<file path="src/rtl/pvrb_pkg.sv">
/*
  Constants and carrier types for the vendor register bank.
  Assumes the surrounding controller decodes the auto-configuration ports.
*/
// Function
// An output pin follows the written data bit, one high, zero low.
// Data written for input pins does not affect those pins.
// Reading pin data returns sampled pin levels whatever the direction.
// Upper four bits of pin data, direction and state read zero.
// Direction bit one makes the pin an output, zero an input.
// Write-enable bit zero picks enable or disable for the next command.
// Write protection persists until another enable or disable command.
// Low data register holds the low byte of the next written word.
// High data register holds the high byte of the next written word.
// State readback is one-hot: wait key, sleep, isolation, configuration.
// Command value zero sends enable or disable as the select bit says.
// Command value one starts a write of the high and low word.
// Host sets the write-enable select before the enable/disable command.
// Host write-enables the memory before issuing the write command.
// Window size code 00..11 means 16, 32, 64, 128 bytes.
// Window sizes are internal, loaded at reset from bytes 0x010 and 0x011.
// Registers are reached through index, write-data and read-data ports.
// Each I/O select asserts only inside base plus window size; the code rounds an unaligned base down to a multiple of the window size.
// Command writes are ignored while a serial command is in progress.
package pvrb_pkg;
  // ------------------------------------------------------------
  // Register indices
  // ------------------------------------------------------------
  localparam logic [7:0] idx_pin_data = 8'h20;
  localparam logic [7:0] idx_pin_direction = 8'h21;
  localparam logic [7:0] idx_write_enable_select = 8'h22;
  localparam logic [7:0] idx_word_low = 8'h23;
  localparam logic [7:0] idx_word_high = 8'h24;
  localparam logic [7:0] idx_state_readback = 8'h25;
  localparam logic [7:0] idx_command_trigger = 8'h26;
  // ------------------------------------------------------------
  // Field values and reset values
  // ------------------------------------------------------------
  localparam logic [7:0] cmd_enable_disable = 8'h00;
  localparam logic [7:0] cmd_write_word = 8'h01;
  localparam logic [3:0] reset_nibble = 4'h0;
  localparam logic [7:0] reset_byte = 8'h00;
  localparam logic [1:0] reset_window = 2'h0;
  localparam logic [10:0] nv_addr_window_zero = 11'h010;
  localparam logic [10:0] nv_addr_window_one = 11'h011;
  localparam int base_window_bits = 4;
  // ------------------------------------------------------------
  // Carrier types
  // ------------------------------------------------------------
  typedef enum logic [3:0] {
    pvrb_wait_key = 4'b0001,
    pvrb_sleep = 4'b0010,
    pvrb_isolation = 4'b0100,
    pvrb_config = 4'b1000
  } pvrb_cfg_state_e;
  typedef struct packed {
    logic valid;
    logic is_write;
    logic enable;
    logic [15:0] word;
  } pvrb_nv_cmd_s;
  typedef struct packed {
    logic load;
    logic [10:0] addr;
    logic [7:0] data;
  } pvrb_nv_load_s;
endpackage

</file>
<file path="src/rtl/pvrb_register_bank.sv">
/*
  Vendor register bank: general I/O pins, serial memory command staging,
  state readback and I/O select window decode.
  Assumes the controller supplies decoded index/data port strobes, the
  configuration state, I/O base addresses and reset-time memory bytes, and
  that the serial engine answers each command with a done pulse.
*/
`timescale 1ns/1ns
module pvrb_register_bank (
  input wire logic clk,
  input wire logic reset,
  input wire logic [7:0] reg_index,
  input wire logic wr_strobe,
  input wire logic [7:0] wr_data,
  output logic [7:0] rd_data,
  input wire pvrb_pkg::pvrb_cfg_state_e cfg_state,
  input wire logic [3:0] general_io_pins_level,
  output logic [3:0] general_io_pins_data,
  output logic [3:0] general_io_pins_oe,
  output pvrb_pkg::pvrb_nv_cmd_s nv_cmd,
  input wire logic nv_cmd_done,
  output logic nv_busy,
  input wire pvrb_pkg::pvrb_nv_load_s nv_load,
  input wire logic io_valid,
  input wire logic [15:0] io_addr,
  input wire logic [15:0] io_base_zero,
  input wire logic [15:0] io_base_one,
  output logic io_select_zero,
  output logic io_select_one
);
  logic [3:0] pin_data;
  logic [3:0] pin_direction;
  logic enable_select;
  logic [7:0] word_low;
  logic [7:0] word_high;
  logic [1:0] window_zero;
  logic [1:0] window_one;
  logic wr_cmd;
  logic cmd_accept;
  logic [7:0] next_rd_data;

  // ------------------------------------------------------------
  // General I/O pins
  // ------------------------------------------------------------
  always_ff @(posedge clk) begin
    if (reset) begin
      pin_data <= pvrb_pkg::reset_nibble;
    end else if (wr_strobe && reg_index == pvrb_pkg::idx_pin_data) begin
      pin_data <= wr_data[3:0];
    end
  end

  always_ff @(posedge clk) begin
    if (reset) begin
      pin_direction <= pvrb_pkg::reset_nibble;
    end else if (wr_strobe && reg_index == pvrb_pkg::idx_pin_direction) begin
      pin_direction <= wr_data[3:0];
    end
  end

  // Data latch is kept for input pins so a later direction flip drives it
  assign general_io_pins_data = pin_data;
  assign general_io_pins_oe = pin_direction;

  // ------------------------------------------------------------
  // Serial memory staging
  // ------------------------------------------------------------
  // Select bit only reaches the memory when the next 0x00 command is taken
  always_ff @(posedge clk) begin
    if (reset) begin
      enable_select <= 1'b0;
    end else if (wr_strobe && reg_index == pvrb_pkg::idx_write_enable_select) begin
      enable_select <= wr_data[0];
    end
  end

  always_ff @(posedge clk) begin
    if (reset) begin
      word_low <= pvrb_pkg::reset_byte;
    end else if (wr_strobe && reg_index == pvrb_pkg::idx_word_low) begin
      word_low <= wr_data;
    end
  end

  always_ff @(posedge clk) begin
    if (reset) begin
      word_high <= pvrb_pkg::reset_byte;
    end else if (wr_strobe && reg_index == pvrb_pkg::idx_word_high) begin
      word_high <= wr_data;
    end
  end

  assign wr_cmd = wr_strobe && reg_index == pvrb_pkg::idx_command_trigger;
  assign cmd_accept = wr_cmd && !nv_cmd.valid;

  // Command is captured once and held until the engine reports done;
  // the memory itself keeps its protection state between commands.
  always_ff @(posedge clk) begin
    if (reset) begin
      nv_cmd <= '0;
    end else if (nv_cmd.valid) begin
      if (nv_cmd_done) begin
        nv_cmd.valid <= 1'b0;
      end
    end else if (wr_cmd && wr_data == pvrb_pkg::cmd_enable_disable) begin
      nv_cmd.valid <= 1'b1;
      nv_cmd.is_write <= 1'b0;
      nv_cmd.enable <= enable_select;
    end else if (wr_cmd && wr_data == pvrb_pkg::cmd_write_word) begin
      nv_cmd.valid <= 1'b1;
      nv_cmd.is_write <= 1'b1;
      nv_cmd.word <= {word_high, word_low};
    end
  end

  assign nv_busy = nv_cmd.valid;

  // ------------------------------------------------------------
  // Window sizes, internal only
  // ------------------------------------------------------------
  always_ff @(posedge clk) begin
    if (reset) begin
      window_zero <= pvrb_pkg::reset_window;
      window_one <= pvrb_pkg::reset_window;
    end else if (nv_load.load) begin
      if (nv_load.addr == pvrb_pkg::nv_addr_window_zero) begin
        window_zero <= nv_load.data[1:0];
      end
      if (nv_load.addr == pvrb_pkg::nv_addr_window_one) begin
        window_one <= nv_load.data[1:0];
      end
    end
  end

  // Window of 2^(4+code) bytes: mask drops the low 4..7 address bits
  function automatic logic in_window(input logic [15:0] a, input logic [15:0] b,
                                     input logic [1:0] code);
    logic [15:0] mask;
    mask = 16'hffff << (pvrb_pkg::base_window_bits + int'(code));
    return (a & mask) == (b & mask);
  endfunction

  always_ff @(posedge clk) begin
    if (reset) begin
      io_select_zero <= 1'b0;
      io_select_one <= 1'b0;
    end else begin
      io_select_zero <= io_valid && in_window(io_addr, io_base_zero, window_zero);
      io_select_one <= io_valid && in_window(io_addr, io_base_one, window_one);
    end
  end

  // ------------------------------------------------------------
  // Read data port
  // ------------------------------------------------------------
  // Write-only and unmapped indices read as zero, so a staged byte
  // never leaks back to the host
  always_comb begin
    next_rd_data = pvrb_pkg::reset_byte;
    case (reg_index)
      pvrb_pkg::idx_pin_data: begin
        next_rd_data = {4'h0, general_io_pins_level};
      end
      pvrb_pkg::idx_pin_direction: begin
        next_rd_data = {4'h0, pin_direction};
      end
      pvrb_pkg::idx_state_readback: begin
        next_rd_data = {4'h0, cfg_state};
      end
      default: begin
        next_rd_data = pvrb_pkg::reset_byte;
      end
    endcase
  end

  always_ff @(posedge clk) begin
    if (reset) begin
      rd_data <= pvrb_pkg::reset_byte;
    end else begin
      rd_data <= next_rd_data;
    end
  end
endmodule

</file>
<file path="config.mk">
export PLATFORM = sky130hd
export DESIGN_NAME = pvrb_register_bank
export DESIGN_NICKNAME = d
export VERILOG_FILES = /design/src/rtl/pvrb_pkg.sv /design/src/rtl/pvrb_register_bank.sv
export SDC_FILE = /design/constraint.sdc
export NUM_CORES = 1
export LEC_CHECK = 0
export BUFFER_PORTS_ARGS = -buffer_cell sky130_fd_sc_hd__buf_2
export CAP_MARGIN = 20
export CORE_ASPECT_RATIO = 1.75
export CORE_UTILIZATION = 40
export CTS_BUF_LIST = sky130_fd_sc_hd__clkbuf_8 sky130_fd_sc_hd__clkbuf_16
export DETAILED_ROUTE_END_ITERATION = 7
export HOLD_SLACK_MARGIN = 0.15
export PLACE_DENSITY = 0.73
export SLEW_MARGIN = 25
export SYNTH_ARGS = -nofsm -noshare
export SYNTH_HDL_FRONTEND = slang
export SYNTH_SLANG_ARGS = --single-unit
</file>
<file path="constraint.sdc">
create_clock -name clk -period 5.6 [get_ports clk]
set_input_delay 1.12 -clock clk [delete_from_list [all_inputs] [get_ports clk]]
set_output_delay 1.12 -clock clk [all_outputs]
set_load 0.02 [all_outputs]
</file>
==> results.sh <==
export IMPL_critical_path_rt_ns=5.77
export IMPL_gp_congestion=0.752
export IMPL_design_portCount=135
export IMPL_placementRows=37
export IMPL_htree_num_levels=2
export IMPL_setup_violations_final=0
export IMPL_crit_path_start_kind="input port"
export IMPL_critical_path_max_fanout=18
export IMPL_final_layout_size_suffix_gt1_share_pct=33.0
export IMPL_max_freq_mhz=369
export IMPL_grt_antenna_before_repair=0
export IMPL_nature_of_the_critical_path_endpoint="register"
export IMPL_tritoncts_num_buffers=5
export IMPL_post_cts_resize_count=0
export IMPL_power_leakage_nw=1.46
export IMPL_synthCells=275
export IMPL_wire_per_inst_um=13.7
export IMPL_multi_input_area_um2=1330
export IMPL_worst_endpoint_arrival_ns=2.88
export IMPL_ant_nets=0
export IMPL_finalCritPeriodShare_pct=48.4
export IMPL_grt_pass1_vias=2233
export IMPL_drt_initial_drc_count=58
export IMPL_run_status="complete, no violations"
export IMPL_grt_first_pass_wirelength_mm=9.96
export IMPL_via_count=2346
export IMPL_post_cts_repair_setup_buffers=0
export IMPL_vdd_drop_max_mv=0.117
export IMPL_drt_pre_antenna_iters=4
export IMPL_dieArea_um2=6640
export IMPL_clk_lat_worst_skew_ns=0.31
export IMPL_globalRouteTotalUtil_pct=20.0
export IMPL_pin_count_of_the_biggest_net_entering_global_routing=51
export IMPL_power_per_cell_area_nw_per_um2=216
export IMPL_layout_area_overhead_vs_synth_pct=25.9
export IMPL_worstHoldPathType="register to register"
export IMPL_fin_crit_ns=2.71
export IMPL_path_class="input port to register"
export IMPL_detailedPlacementHpwl_mm=4.73
export IMPL_worst_clock_skew_ns=0.00812
export IMPL_netlist_area_leader_share_pct=42.8
export IMPL_worst_slew_pin_transition_ns=0.876
export IMPL_cts_hold_buffers=0
export IMPL_preCtsSetupSlack_ns=2.54
export IMPL_cts_reportedPaths_clkPinSlew_ns=0.10
export IMPL_synth_seq_cells=54
export IMPL_timing_slew_headroom_pct=41.6
export IMPL_ctsLongestPathBuffers=2
export IMPL_timing_max_cap_violations=0
export IMPL_vias_per_cell=5.17
export IMPL_starting_utilization_of_the_core_area_pct=42.3
export IMPL_diodes=0
export IMPL_yosys_synthesis_warning_count=0
export IMPL_cts_tree="built"
export IMPL_netlist_cell_type_count=33
export IMPL_clockRootBuffer="sky130_fd_sc_hd__clkbuf_8"
export IMPL_drcViolationCount=0
export IMPL_die_width_um=62.0
export IMPL_totalNegativeSetupSlack_ns=0
export IMPL_postSynthAreaPerCell_um2=9.18
export IMPL_sequential_cell_area_um2=1080
export IMPL_design_core_area_um2=5970
export IMPL_number_of_sinks_on_the_clock_net=54
export IMPL_worst_slack_ns=2.89
export IMPL_drt_total_wl_mm=6.21
export IMPL_final_hold_violation_count=0
export IMPL_globalRouteOverflowTotal=0
export IMPL_rsz0062_at_grt="false"
export IMPL_n_fill_cell=580
export IMPL_top_cells_by_area_synth="sky130_fd_sc_hd__dfxtp_1, sky130_fd_sc_hd__mux2i_1, sky130_fd_sc_hd__xor2_1"
export IMPL_port_buffer_count=112
export IMPL_synth_largest_area_cell="sky130_fd_sc_hd__dfxtp_1"
export IMPL_timing_max_transition_violations_final=0
export IMPL_layout_net_count=472
export IMPL_die_height_um=107
export IMPL_syn_area_um2=2520
export IMPL_sequential_fraction_of_the_synthesis_area_pct=42.8
[cells in the final DEF (no fill, tap or decap), types with 2 or more instances in the layout]
cell type,instances
sky130_fd_sc_hd__nor2b_1,3
sky130_fd_sc_hd__conb_1,4
sky130_fd_sc_hd__nand4b_1,3
sky130_fd_sc_hd__nor2_1,35
sky130_fd_sc_hd__xor2_1,20
sky130_fd_sc_hd__and2_1,4
sky130_fd_sc_hd__xnor2_1,4
sky130_fd_sc_hd__a21oi_1,21
sky130_fd_sc_hd__nand3_1,5
sky130_fd_sc_hd__nor3_1,6
sky130_fd_sc_hd__o2111a_1,2
sky130_fd_sc_hd__nor3_4,2
sky130_fd_sc_hd__buf_2,112
sky130_fd_sc_hd__inv_1,2
sky130_fd_sc_hd__or4b_1,2
sky130_fd_sc_hd__nor4b_1,3
sky130_fd_sc_hd__mux2i_1,33
sky130_fd_sc_hd__dfxtp_1,54
sky130_fd_sc_hd__clkbuf_8,5
sky130_fd_sc_hd__nor4_1,5
sky130_fd_sc_hd__o21ai_0,22
sky130_fd_sc_hd__nand4_1,17
[power by group]
part | switching [mW] | total (mW) | internal [mW] | leakage [nW]
combinational | 0.0411 | 0.0755 | 0.0343 | 0.978
sequential | 0.000140 | 0.384 | 0.384 | 0.435
clock | 0.135 | 0.226 | 0.0905 | 0.0447
[critical path: stages]
cell	delay [ns]
sky130_fd_sc_hd__buf_2	0.17
sky130_fd_sc_hd__nand4bb_1	0.33
sky130_fd_sc_hd__nand4b_1	0.71
sky130_fd_sc_hd__o31ai_1	0.45
sky130_fd_sc_hd__a21oi_1	0.10
[flip-flops by register name (all words and copies together) (netlist names)]
register              flops
window_one                2
io_select_zero            1
io_select_one             1
word_low                  8
enable_select             1
rd_data                   4
nv_cmd                   18
nv_busy                   1
general_io_pins_data      4
general_io_pins_oe        4
window_zero               2
word_high                 8
[worst paths after layout]
| path | slack (ns) | depth (start not counted) | startpoint | endpoint |
|---|---|---|---|---|
| setup / recovery | 2.89 | 5 | reg_index[0] | nv_cmd[16] |
| hold / removal | 0.47 | 2 | nv_cmd[0] | nv_cmd[0] |
| setup reg to reg | 3.84 | 4 | nv_busy | nv_cmd[16] |
| hold reg to reg | 0.47 | 2 | nv_cmd[0] | nv_cmd[0] |
[metal layers]
metal  up-vias  track usage (%)  part of all wire, %
li1       1168                -                    -
met1      1073             21.4                   38
met2        95             36.0                   54
met3        10             4.34                  6.0
met4         0             7.94                  2.2
met5         -                0                    0
[Yosys cell counts]
library cell                number
sky130_fd_sc_hd__nor2_1         35
sky130_fd_sc_hd__nand2b_1        1
sky130_fd_sc_hd__nand3_1         5
sky130_fd_sc_hd__nor4b_1         3
sky130_fd_sc_hd__o31ai_1         1
sky130_fd_sc_hd__o21ai_0        22
sky130_fd_sc_hd__nor2b_1         3
sky130_fd_sc_hd__or4bb_1         1
sky130_fd_sc_hd__xor2_1         20
sky130_fd_sc_hd__nor4_1          5
sky130_fd_sc_hd__or3_1           1
sky130_fd_sc_hd__nand4bb_1       1
sky130_fd_sc_hd__xnor2_1         4
sky130_fd_sc_hd__nor3_2          1
sky130_fd_sc_hd__buf_1           3
sky130_fd_sc_hd__a21oi_1        21
sky130_fd_sc_hd__inv_1           2
sky130_fd_sc_hd__nand4b_1        3
sky130_fd_sc_hd__clkbuf_1       12
sky130_fd_sc_hd__buf_6           1
sky130_fd_sc_hd__nand2_1         1
sky130_fd_sc_hd__and2_1          4
sky130_fd_sc_hd__and3_1          1
sky130_fd_sc_hd__dfxtp_1        54
sky130_fd_sc_hd__nor3_4          2
sky130_fd_sc_hd__nand4_1        17
sky130_fd_sc_hd__buf_4           6
sky130_fd_sc_hd__o2111a_1        2
sky130_fd_sc_hd__mux2i_1        33
sky130_fd_sc_hd__conb_1          1
sky130_fd_sc_hd__buf_2           1
sky130_fd_sc_hd__nor3_1          6
sky130_fd_sc_hd__or4b_1          2
[per-stage QoR]
| stage | hold slack (ns) | std cells | instance area (µm²) | utilization, % | total power [mW] |
|---|---|---|---|---|---|
| floorplan | 0.460 | 278 | 2530 | - | 0.430 |
| global placement | 0.456 | 446 | 3080 | 51.6 | 0.466 |
| detailed placement | 0.465 | 446 | 3080 | 51.6 | 0.469 |
| CTS | 0.479 | 454 | 3180 | 53.2 | 0.693 |
| global route | 0.510 | 454 | 3180 | 53.2 | 0.719 |
| finish | 0.475 | 454 | 3180 | 53.2 | 0.685 |
[cell families after synthesis]
kind of cell / after synthesis / share of synthesized area, %
xor+xnor: 24 / 8.33
mux: 33 / 13.1
flops: 54 / 42.8
other cells: 1 / 0.149
buf+inv: 25 / 4.96
simple gates: 92 / 20.9
compound gates: 46 / 9.72
[area by class of cell]
class | instances | area share, %
inverter | 2 | 0.236
clock buffer | 5 | 2.17
timing repair buffer | 113 | 17.9
sequential | 54 | 34.0
clock inverter | 3 | 0.788
tap | 78 | 3.07
multi-input combinational | 199 | 41.8
(Power assumes the default switching activity.)
